--- config.mk ---
export PLATFORM = sky130hd
export DESIGN_NAME = fscr_status_regs
export DESIGN_NICKNAME = d
export VERILOG_FILES = /design/src/fscr_pkg.sv /design/src/fscr_prot_if.sv /design/src/fscr_prot_decode.sv /design/src/fscr_status_regs.sv
export SDC_FILE = /design/constraint.sdc
export NUM_CORES = 1
export LEC_CHECK = 0
export BUFFER_PORTS_ARGS = -buffer_cell sky130_fd_sc_hd__buf_2
export CAP_MARGIN = 20
export CORE_ASPECT_RATIO = 1.5
export CORE_MARGIN = 2
export CORE_UTILIZATION = 56
export DETAILED_ROUTE_END_ITERATION = 8
export PLACE_DENSITY = 0.81
export SETUP_SLACK_MARGIN = 0.15
export SKIP_LAST_GASP = 1
export SLEW_MARGIN = 10
export SYNTH_ARGS = -nofsm -noshare
export SYNTH_HDL_FRONTEND = slang
export SYNTH_HIERARCHICAL = 1
export SYNTH_SLANG_ARGS = --single-unit
--- constraint.sdc ---
create_clock -name ref_clk -period 4.65 [get_ports ref_clk]
set_input_delay 0.2325 -clock ref_clk [delete_from_list [all_inputs] [get_ports ref_clk]]
set_output_delay 0.2325 -clock ref_clk [all_outputs]
set_load 0.02 [all_outputs]
--- src/fscr_pkg.sv ---
// Constants, field layout and command codes of the flash status registers
package fscr_pkg;
   // Clock rate and operation times
   localparam int CLK_MHZ = 100;
   localparam int T_PROG_US = 2000;
   localparam int T_ERASE_US = 8000;
   localparam int T_WRSR_US = 5000;
   localparam int T_RST_US = 300;
   localparam int PROG_CYCLES = T_PROG_US * CLK_MHZ;
   localparam int ERASE_CYCLES = T_ERASE_US * CLK_MHZ;
   localparam int WRSR_CYCLES = T_WRSR_US * CLK_MHZ;
   localparam int RST_CYCLES = T_RST_US * CLK_MHZ;
   localparam int TMR_W = 32;
   localparam logic [TMR_W-1:0] TMR_ZERO = 32'h0000_0000;
   localparam logic [TMR_W-1:0] TMR_ONE = 32'h0000_0001;

   // Array geometry
   localparam int ADDR_W = 19;
   localparam logic [ADDR_W-1:0] ADDR_ZERO = 19'h0_0000;
   localparam logic [ADDR_W-1:0] ADDR_ONE = 19'h0_0001;
   localparam logic [ADDR_W-1:0] ARRAY_TOP = 19'h7_FFFF;
   localparam logic [ADDR_W-1:0] SPAN_4K = 19'h0_0FFF;
   localparam logic [ADDR_W-1:0] SPAN_8K = 19'h0_1FFF;
   localparam logic [ADDR_W-1:0] SPAN_16K = 19'h0_3FFF;
   localparam logic [ADDR_W-1:0] SPAN_32K = 19'h0_7FFF;
   localparam logic [ADDR_W-1:0] SPAN_64K = 19'h0_FFFF;
   localparam logic [ADDR_W-1:0] SPAN_128K = 19'h1_FFFF;
   localparam logic [ADDR_W-1:0] SPAN_256K = 19'h3_FFFF;

   // Field positions, primary status
   localparam int SR1_LOCK_LO_BIT = 7;
   localparam int SR1_BP_HI = 6;
   localparam int SR1_BP_LO = 2;
   localparam int SR1_WEL_BIT = 1;
   localparam int SR1_BUSY_BIT = 0;
   // Field positions, secondary status
   localparam int SR2_SUS_BIT = 7;
   localparam int SR2_CMP_BIT = 6;
   localparam int SR2_LB_HI = 5;
   localparam int SR2_LB_LO = 3;
   localparam int SR2_RSVD_BIT = 2;
   localparam int SR2_QE_BIT = 1;
   localparam int SR2_LOCK_HI_BIT = 0;

   // Reset values of the stored fields, and the low protect-bit patterns
   localparam logic [4:0] BP_RESET = 5'h00;
   localparam logic [2:0] LB_RESET = 3'h0;
   localparam logic [2:0] BP_LOW_ZERO = 3'h0;
   localparam logic [2:0] BP_LOW_ONES = 3'h7;

   // Status lock select encodings {hi, lo}
   localparam logic [1:0] LOCK_SOFT = 2'h0;
   localparam logic [1:0] LOCK_PIN = 2'h1;
   localparam logic [1:0] LOCK_POWER = 2'h2;
   localparam logic [1:0] LOCK_FOREVER = 2'h3;

   typedef enum logic [3:0] {
      CMD_WREN, CMD_WRDI, CMD_WRSR1, CMD_WRSR2, CMD_PROG, CMD_ERASE, CMD_CHIP_ERASE,
      CMD_SUSPEND, CMD_RESUME, CMD_RST_EN, CMD_RST, CMD_READ, CMD_QUAD_READ, CMD_READ_STATUS
   } fscr_cmd_t;
endpackage

--- src/fscr_prot_if.sv ---
// Carrier between the register bank and its protection decoder
`timescale 1ns/1ns
interface fscr_prot_if;
   logic [4:0] bp;
   logic cmp;
   logic [fscr_pkg::ADDR_W-1:0] start_addr;
   logic [fscr_pkg::ADDR_W-1:0] end_addr;
   logic hit;
   modport owner (output bp, cmp, start_addr, end_addr, input hit);
   modport decoder (input bp, cmp, start_addr, end_addr, output hit);
endinterface

--- src/fscr_prot_decode.sv ---
// Protected-region decoder and target overlap check
`timescale 1ns/1ns
module fscr_prot_decode (
   fscr_prot_if.decoder bus // Protect settings in, overlap out
);
   import fscr_pkg::*;

   wire [2:0] bp_low = bus.bp[2:0];
   wire small_steps = bus.bp[4];
   wire from_top = !bus.bp[3];
   wire base_none = bp_low == BP_LOW_ZERO;
   wire base_all = small_steps ? (bp_low == BP_LOW_ONES) : bus.bp[2];
   wire [ADDR_W-1:0] span_small = (bp_low == 3'h1) ? SPAN_4K :
                                  (bp_low == 3'h2) ? SPAN_8K :
                                  (bp_low == 3'h3) ? SPAN_16K : SPAN_32K;
   wire [ADDR_W-1:0] span_big = (bus.bp[1:0] == 2'h1) ? SPAN_64K :
                                (bus.bp[1:0] == 2'h2) ? SPAN_128K : SPAN_256K;
   wire [ADDR_W-1:0] span = small_steps ? span_small : span_big;
   wire [ADDR_W-1:0] top_base = ARRAY_TOP - span;

   // Complement turns the block into the rest of the array
   wire reg_none = bus.cmp ? base_all : (base_none && !base_all);
   wire reg_all = bus.cmp ? base_none : base_all;
   wire [ADDR_W-1:0] part_lo = bus.cmp ? (from_top ? ADDR_ZERO : span + ADDR_ONE) :
                               (from_top ? top_base : ADDR_ZERO);
   wire [ADDR_W-1:0] part_hi = bus.cmp ? (from_top ? top_base - ADDR_ONE : ARRAY_TOP) :
                               (from_top ? ARRAY_TOP : span);
   wire [ADDR_W-1:0] reg_lo = reg_all ? ADDR_ZERO : part_lo;
   wire [ADDR_W-1:0] reg_hi = reg_all ? ARRAY_TOP : part_hi;

   assign bus.hit = !reg_none && (bus.start_addr <= reg_hi) && (bus.end_addr >= reg_lo);
endmodule

--- src/fscr_status_regs.sv ---
// Status and configuration register bank of a serial flash
// Operation
// - Lock select low bit, status1 bit 7
// - Five block-protect bits, status1 bits 6:2
// - Block-protect changes only by status write
// - Hardware protected mode refuses block-protect changes
// - Chip erase only with matching complement pattern
// - Write latch at bit 1 gates writes
// - Busy bit 0 high during operations
// - Suspend sets status2 bit 7
// - Resume, reset pair, power cycle clear suspend
// - Complement bit status2 bit 6 shapes region
// - Three lock bits, status2 5:3, settable
// - Set lock bits never clear
// - Quad-enable bit 1 repurposes protect pins
// - Lock select high bit, status2 bit 0
// - Decode lock select with protect pin
// - Refuse program/erase over protected region
// - Four-lane reads need quad-enable set
`timescale 1ns/1ns
module fscr_status_regs #(
   parameter int unsigned PROG_CYCLES = fscr_pkg::PROG_CYCLES, // Page program length
   parameter int unsigned ERASE_CYCLES = fscr_pkg::ERASE_CYCLES, // Erase length
   parameter int unsigned WRSR_CYCLES = fscr_pkg::WRSR_CYCLES, // Status write length
   parameter int unsigned RST_CYCLES = fscr_pkg::RST_CYCLES // Software reset recovery
) (
   input logic ref_clk, // System clock
   input logic reset_n, // Synchronous reset, active low
   input logic cmd_valid, // Decoded command strobe
   input fscr_pkg::fscr_cmd_t cmd_code, // Decoded command
   input logic [7:0] cmd_data, // Status write data byte
   input logic [fscr_pkg::ADDR_W-1:0] cmd_start_addr, // Target first byte
   input logic [fscr_pkg::ADDR_W-1:0] cmd_end_addr, // Target last byte
   input logic write_protect_n, // Protect pin level, low asserts
   input logic power_cycle, // Power-down/up event pulse
   output logic cmd_accept, // Command taken
   output logic cmd_reject, // Command refused
   output logic [7:0] primary_status_protect, // Status byte one
   output logic [7:0] secondary_status_config, // Status byte two
   output logic operation_in_progress, // Busy level
   output logic four_lane_enable, // Protect/pause pins act as data
   output logic [2:0] security_lock_bits // Security register locks
);
   import fscr_pkg::*;

   typedef enum logic [1:0] {ST_IDLE, ST_BUSY, ST_SUSPENDED, ST_RESETTING} fscr_state_t;

   fscr_state_t state_ff;
   fscr_state_t nxt_state;
   logic [TMR_W-1:0] timer_ff;
   logic [TMR_W-1:0] nxt_timer;
   logic lock_lo_ff;
   logic lock_hi_ff;
   logic [4:0] bp_ff;
   logic cmp_ff;
   logic [2:0] lb_ff;
   logic qe_ff;
   logic wel_ff;
   logic busy_ff;
   logic sus_ff;
   logic wrsr_op_ff;
   logic rst_armed_ff;
   logic nxt_lock_lo;
   logic nxt_lock_hi;
   logic [4:0] nxt_bp;
   logic nxt_cmp;
   logic [2:0] nxt_lb;
   logic nxt_qe;
   logic nxt_wel;
   logic nxt_sus;
   logic nxt_wrsr_op;
   logic nxt_rst_armed;

   fscr_prot_if prot_bus ();

   assign prot_bus.bp = bp_ff;
   assign prot_bus.cmp = cmp_ff;
   assign prot_bus.start_addr = cmd_start_addr;
   assign prot_bus.end_addr = cmd_end_addr;

   fscr_prot_decode u_decode (
      .bus (prot_bus)
   );

   // Command decode
   wire is_wren = cmd_valid && cmd_code == CMD_WREN;
   wire is_wrdi = cmd_valid && cmd_code == CMD_WRDI;
   wire is_wrsr1 = cmd_valid && cmd_code == CMD_WRSR1;
   wire is_wrsr2 = cmd_valid && cmd_code == CMD_WRSR2;
   wire is_prog = cmd_valid && cmd_code == CMD_PROG;
   wire is_erase = cmd_valid && cmd_code == CMD_ERASE;
   wire is_chip = cmd_valid && cmd_code == CMD_CHIP_ERASE;
   wire is_suspend = cmd_valid && cmd_code == CMD_SUSPEND;
   wire is_resume = cmd_valid && cmd_code == CMD_RESUME;
   wire is_rst_en = cmd_valid && cmd_code == CMD_RST_EN;
   wire is_rst = cmd_valid && cmd_code == CMD_RST;
   wire is_read = cmd_valid && cmd_code == CMD_READ;
   wire is_quad = cmd_valid && cmd_code == CMD_QUAD_READ;
   wire is_rdsr = cmd_valid && cmd_code == CMD_READ_STATUS;

   wire idle = state_ff == ST_IDLE;
   wire quiet = idle || state_ff == ST_SUSPENDED;
   wire resetting = state_ff == ST_RESETTING;
   wire timer_done = timer_ff == TMR_ZERO;

   // protect pin is a data lane in quad mode
   wire pin_protects = !qe_ff && !write_protect_n;
   wire [1:0] lock_sel = {lock_hi_ff, lock_lo_ff};
   wire status_locked = (lock_sel == LOCK_PIN && pin_protects) ||
                        lock_sel == LOCK_POWER || lock_sel == LOCK_FOREVER;
   wire chip_ok = (bp_ff[2:0] == BP_LOW_ZERO && !cmp_ff) ||
                  (bp_ff[2:0] == BP_LOW_ONES && cmp_ff);

   wire ok_wrsr = idle && wel_ff && !status_locked;
   wire ok_array = idle && wel_ff && !prot_bus.hit;
   wire ok_quad = quiet && qe_ff;
   // Suspend only a running array operation with time left
   wire ok_suspend = state_ff == ST_BUSY && !wrsr_op_ff && !timer_done;

   wire acc_wren = is_wren && quiet;
   wire acc_wrdi = is_wrdi && quiet;
   wire acc_wrsr1 = is_wrsr1 && ok_wrsr;
   wire acc_wrsr2 = is_wrsr2 && ok_wrsr;
   wire acc_prog = is_prog && ok_array;
   wire acc_erase = is_erase && ok_array;
   wire acc_chip = is_chip && idle && wel_ff && chip_ok;
   wire acc_suspend = is_suspend && ok_suspend;
   wire acc_resume = is_resume && state_ff == ST_SUSPENDED;
   wire acc_rst_en = is_rst_en && !resetting;
   wire acc_rst = is_rst && rst_armed_ff && !resetting;
   wire acc_read = is_read && quiet;
   wire acc_quad = is_quad && ok_quad;
   wire acc_rdsr = is_rdsr && !resetting;
   wire acc_wrsr = acc_wrsr1 || acc_wrsr2;
   wire acc_start = acc_wrsr || acc_prog || acc_erase || acc_chip;

   // Power cycle overrides any command in the same cycle
   wire any_ok = acc_wren || acc_wrdi || acc_wrsr || acc_prog || acc_erase || acc_chip ||
                 acc_suspend || acc_resume || acc_rst_en || acc_rst || acc_read ||
                 acc_quad || acc_rdsr;
   assign cmd_accept = any_ok && !power_cycle;
   assign cmd_reject = cmd_valid && !cmd_accept;

   wire go_wrsr = acc_wrsr && !power_cycle;
   wire go_start = acc_start && !power_cycle;
   wire go_rst = acc_rst && !power_cycle;
   wire go_suspend = acc_suspend && !power_cycle;
   wire go_resume = acc_resume && !power_cycle;
   wire op_done = state_ff == ST_BUSY && timer_done;
   wire rst_done = resetting && timer_done;

   // Sequencer
   assign nxt_state = power_cycle ? ST_IDLE :
                      go_rst ? ST_RESETTING :
                      go_start ? ST_BUSY :
                      go_suspend ? ST_SUSPENDED :
                      go_resume ? ST_BUSY :
                      (op_done || rst_done) ? ST_IDLE : state_ff;

   wire counting = (state_ff == ST_BUSY || resetting) && !timer_done;
   assign nxt_timer = power_cycle ? TMR_ZERO :
                      go_rst ? TMR_W'(RST_CYCLES - 1) :
                      (go_start && acc_prog) ? TMR_W'(PROG_CYCLES - 1) :
                      (go_start && acc_wrsr) ? TMR_W'(WRSR_CYCLES - 1) :
                      go_start ? TMR_W'(ERASE_CYCLES - 1) :
                      counting && !go_suspend ? timer_ff - TMR_ONE : timer_ff;

   assign nxt_wrsr_op = go_start ? acc_wrsr : wrsr_op_ff;

   assign nxt_wel = (power_cycle || go_rst || op_done) ? 1'b0 :
                    (acc_wrdi) ? 1'b0 :
                    acc_wren ? 1'b1 : wel_ff;

   // resume, reset or power cycle clear it
   assign nxt_sus = (power_cycle || go_rst || go_resume) ? 1'b0 :
                    go_suspend ? 1'b1 : sus_ff;

   // Reset needs the enable as the immediately preceding command
   assign nxt_rst_armed = power_cycle ? 1'b0 :
                          cmd_valid ? (acc_rst_en && !power_cycle) : rst_armed_ff;

   // power lock-down returns to software mode on power cycle
   wire power_release = power_cycle && lock_sel == LOCK_POWER;
   assign nxt_lock_lo = power_release ? 1'b0 :
                        (go_wrsr && acc_wrsr1) ? cmd_data[SR1_LOCK_LO_BIT] : lock_lo_ff;
   assign nxt_lock_hi = power_release ? 1'b0 :
                        (go_wrsr && acc_wrsr2) ? cmd_data[SR2_LOCK_HI_BIT] : lock_hi_ff;
   // only the status write updates it
   assign nxt_bp = (go_wrsr && acc_wrsr1) ? cmd_data[SR1_BP_HI:SR1_BP_LO] : bp_ff;
   assign nxt_cmp = (go_wrsr && acc_wrsr2) ? cmd_data[SR2_CMP_BIT] : cmp_ff;
   assign nxt_lb = (go_wrsr && acc_wrsr2) ? (lb_ff | cmd_data[SR2_LB_HI:SR2_LB_LO]) : lb_ff;
   assign nxt_qe = (go_wrsr && acc_wrsr2) ? cmd_data[SR2_QE_BIT] : qe_ff;

   // Stored fields model factory defaults on reset
   always_ff @(posedge ref_clk) begin
      if (!reset_n) begin
         lock_lo_ff <= 1'b0;
         lock_hi_ff <= 1'b0;
         bp_ff <= BP_RESET;
         cmp_ff <= 1'b0;
         lb_ff <= LB_RESET;
         qe_ff <= 1'b0;
      end else begin
         lock_lo_ff <= nxt_lock_lo;
         lock_hi_ff <= nxt_lock_hi;
         bp_ff <= nxt_bp;
         cmp_ff <= nxt_cmp;
         lb_ff <= nxt_lb;
         qe_ff <= nxt_qe;
      end
   end

   always_ff @(posedge ref_clk) begin
      if (!reset_n) begin
         state_ff <= ST_IDLE;
         timer_ff <= TMR_ZERO;
         wrsr_op_ff <= 1'b0;
         rst_armed_ff <= 1'b0;
      end else begin
         state_ff <= nxt_state;
         timer_ff <= nxt_timer;
         wrsr_op_ff <= nxt_wrsr_op;
         rst_armed_ff <= nxt_rst_armed;
      end
   end

   always_ff @(posedge ref_clk) begin
      if (!reset_n) begin
         wel_ff <= 1'b0;
         busy_ff <= 1'b0;
         sus_ff <= 1'b0;
      end else begin
         wel_ff <= nxt_wel;
         busy_ff <= nxt_state == ST_BUSY;
         sus_ff <= nxt_sus;
      end
   end

   assign primary_status_protect[SR1_LOCK_LO_BIT] = lock_lo_ff;
   assign primary_status_protect[SR1_BP_HI:SR1_BP_LO] = bp_ff;
   assign primary_status_protect[SR1_WEL_BIT] = wel_ff;
   assign primary_status_protect[SR1_BUSY_BIT] = busy_ff;
   assign secondary_status_config[SR2_SUS_BIT] = sus_ff;
   assign secondary_status_config[SR2_CMP_BIT] = cmp_ff;
   assign secondary_status_config[SR2_LB_HI:SR2_LB_LO] = lb_ff;
   assign secondary_status_config[SR2_RSVD_BIT] = 1'b0;
   assign secondary_status_config[SR2_QE_BIT] = qe_ff;
   assign secondary_status_config[SR2_LOCK_HI_BIT] = lock_hi_ff;
   assign operation_in_progress = busy_ff;
   assign four_lane_enable = qe_ff;
   assign security_lock_bits = lb_ff;
endmodule

==> results.sh <==
export IMPL_syn_nets=550
export IMPL_timing_hold_ws_ns=0.153
export IMPL_clock_fmax_mhz=234
export IMPL_power_density_nw_per_um2=195
export IMPL_die_w_um=71.3
export IMPL_synthArstFlopShare=0
export IMPL_criticalPathCategory="flip-flop to output pin"
export IMPL_synth_top_area_cell="dfxtp_1"
export IMPL_clock_sinks=51
export IMPL_synthAdderAreaFrac=0.0723
export IMPL_drv_slew=0
export IMPL_cts_max_level=2
export IMPL_syn_to_final_growth_pct=11.9
export IMPL_fin_skew_ns=0.0132
export IMPL_gp_congestion=0.924
export IMPL_n_fill_cell=555
export IMPL_seq_area_frac_synth=0.268
export IMPL_clockRootBuffer="clkbuf_8"
export IMPL_dr_pass1_iters=6
export IMPL_tritoncts="built"
export IMPL_required_ns=4.42
export IMPL_synth_compound_gate_area_share=0.180
export IMPL_synthMuxAreaShare=0.0237
export IMPL_routedWlPerCell_um=16.2
export IMPL_dp_hpwl_mm=7.21
export IMPL_synth_top_family_by_area="simple AND/OR/NAND/NOR gates"
export IMPL_ys_ff_latch=51
export IMPL_grt_pass1_wl_mm=16.1
export IMPL_finalWirelength_mm=9.66
export IMPL_ir_worst_vdd_mv=0.164
export IMPL_ctsLongestPathBuffers=2
export IMPL_ys_flop_type="dfxtp_1"
export IMPL_yosys_warnings=6
export IMPL_final_cells=598
export IMPL_finalHoldViolCount=0
export IMPL_syn_area_um2=3810
export IMPL_end_kind="output pin"
export IMPL_port_buffers=64
export IMPL_drive_above_1_share=0.232
export IMPL_p_leak_uw=0.00167
export IMPL_cts_setup_buffers=0
export IMPL_die_area_um2=7490
export IMPL_start_kind="flip-flop"
export IMPL_tightest_slew_ns=0.942
export IMPL_antenna_found_initial=0
export IMPL_fin_crit_sh=0.919
export IMPL_drtIter0Drc=306
export IMPL_fin_nets=598
export IMPL_cts_hold_buf=0
export IMPL_hp_class="input pin to flip-flop"
export IMPL_insertedDiodeCount=0
export IMPL_path_clk_slew_ns=0.10
export IMPL_r2r_cells=16
export IMPL_period_needed_ns=4.27
export IMPL_grt_util_all_layers=0.256
export IMPL_dp_cells=590
export IMPL_setup_tns_ns=0
export IMPL_yosys_area_top_type_share=0.268
export IMPL_hold_path_depth=3
export IMPL_num_vias=3775
export IMPL_setup_viol=0
export IMPL_relSlewSlack=0.364
export IMPL_outcome="finished clean"
export IMPL_via_per_inst=6.31
export IMPL_multi_input_area_um2=2600
export IMPL_initial_core_util=0.583
export IMPL_ios=78
export IMPL_avgSynthCellArea_um2=8.05
export IMPL_syn_inst=473
export IMPL_synth_area_top_cells="dfxtp_1 27%, ha_1 7.2%, nor2_1 4.7%, a21oi_1 4.2%, xor2_1 3.5%"
export IMPL_grt_max_degree=20
export IMPL_cts_buffers=5
export IMPL_clkLatencyLatePin_ns=0.32
export IMPL_rsz0062_at_grt="no"
export IMPL_final_antenna_net_count=0
export IMPL_synth_simple_area_share=0.353
export IMPL_crit_arrival_ns=4.04
export IMPL_drc_errors=0
export IMPL_maxCapViolCount=0
export IMPL_synth_edf_count=0
export IMPL_grt_ovfl_total=0
export IMPL_regArea_um2=1030
export IMPL_synth_cell_types=70
export IMPL_coreArea_um2=6530
export IMPL_num_rows=36
export IMPL_first_global_vias=3592
export IMPL_worstPathMaxFanout=7
export IMPL_synth_xor_area_frac=0.0434
export IMPL_die_y_um=105
## per-layer routing
metal  up-vias  global-route usage  wire [um]
li1       1838                   -          -
met1      1793               0.312       3860
met2       127               0.466       5120
met3        17              0.0222        503
met4         0              0.0728        174
met5         -                   0          0
## synthesized netlist by cell type, types with 4 or more instances
cell type,instances
dfxtp_1,51
nor2_1,48
a21oi_1,32
nand2_1,29
nand3_1,23
ha_1,22
o21ai_0,20
nor3_1,18
nand4_1,16
nor2b_1,15
xor2_1,15
clkbuf_1,14
nand2b_1,13
buf_4,12
or4_1,12
inv_1,11
a31oi_1,9
mux2i_1,9
a211oi_1,7
nand3b_1,7
or3_1,6
a21o_1,5
or2_2,5
nor3b_1,4
nor4_1,4
## final timing paths
kind / from / end / slack [ns]
min reg2reg: timer_ff[21] / timer_ff[21] / 0.50
min: cmd_data[0] / lock_hi_ff / 0.15
max: bp_ff[0] / cmd_reject / 0.38
max reg2reg: bp_ff[0] / timer_ff[15] / 0.53
## cell families after synthesis
family          Yosys count
fa+ha+maj                22
other cells               1
flops                    51
simple gates            228
compound gates          103
mux                       9
xor+xnor                 18
buf+inv                  41
## final cells by class
| cell class | instances | area share |
|---|---|---|
| well taps | 76 | 0.0223 |
| flip-flops and latches | 51 | 0.241 |
| multi-input cells | 381 | 0.612 |
| clock buffers | 6 | 0.0194 |
| inverters | 11 | 0.00970 |
| clock inverters | 2 | 0.00823 |
| repair buffers | 71 | 0.0876 |
## repair_timing
action,4_1_cts,5_1_grt
resized for setup,2,12
pin swaps,0,2
setup endpoints to repair,2,10
## worst max-delay path: stages, from the launching register on
cell,delay (ns)
dfxtp_4,0.38
inv_1,0.12
ha_2,0.24
o21ai_2,0.08
ha_1,0.23
xor2_1,0.17
a32o_1,0.28
ha_1,0.30
nand4_1,0.08
or4_1,0.54
a21oi_2,0.23
nor2_1,0.10
nand3b_1,0.22
a31o_2,0.29
nor2_2,0.10
a31oi_1,0.12
nor2_1,0.10
buf_2,0.16
## flip-flops by register name (all words and copies together), names as in the netlist
name	cells
timer_ff	32
bp_ff	5
security_lock_bits	3
state_ff	2
cmp_ff	1
four_lane_enable	1
lock_hi_ff	1
lock_lo_ff	1
operation_in_progress	1
rst_armed_ff	1
sus_ff	1
wel_ff	1
wrsr_op_ff	1
## through the flow
step           worst slack (ns)  total power (uW)  utilization  area, um2
2_1_floorplan             0.367               485            -       3810
3_3_place_gp              0.311               513        0.627       4090
3_5_place_dp              0.201               515        0.627       4090
4_1_cts                   0.153               833        0.645       4210
5_1_grt                   0.193               855        0.652       4260
6_report                  0.377               831        0.652       4260
## where the power goes
part	total [uW]	leakage [uW]	switching (uW)	internal [uW]
logic	68.8	0.00120	39.2	29.6
clock network	326	0.0000612	152	174
registers	436	0.000412	0.377	436
## layout by cell type, fill, tap and decap left out, types with 5 or more instances in the layout
cell	instances
a211oi_1	7
a21o_1	5
a21oi_1	30
a31oi_1	9
buf_2	64
buf_4	7
clkbuf_8	6
dfxtp_1	48
ha_1	19
inv_1	10
mux2i_1	9
nand2_1	29
nand2b_1	13
nand3_1	23
nand3b_1	7
nand4_1	16
nor2_1	47
nor2b_1	15
nor3_1	18
o21ai_0	19
or2_2	5
or3_1	6
or4_1	12
xor2_1	15
Note: power is estimated with default switching activity, not from simulation.
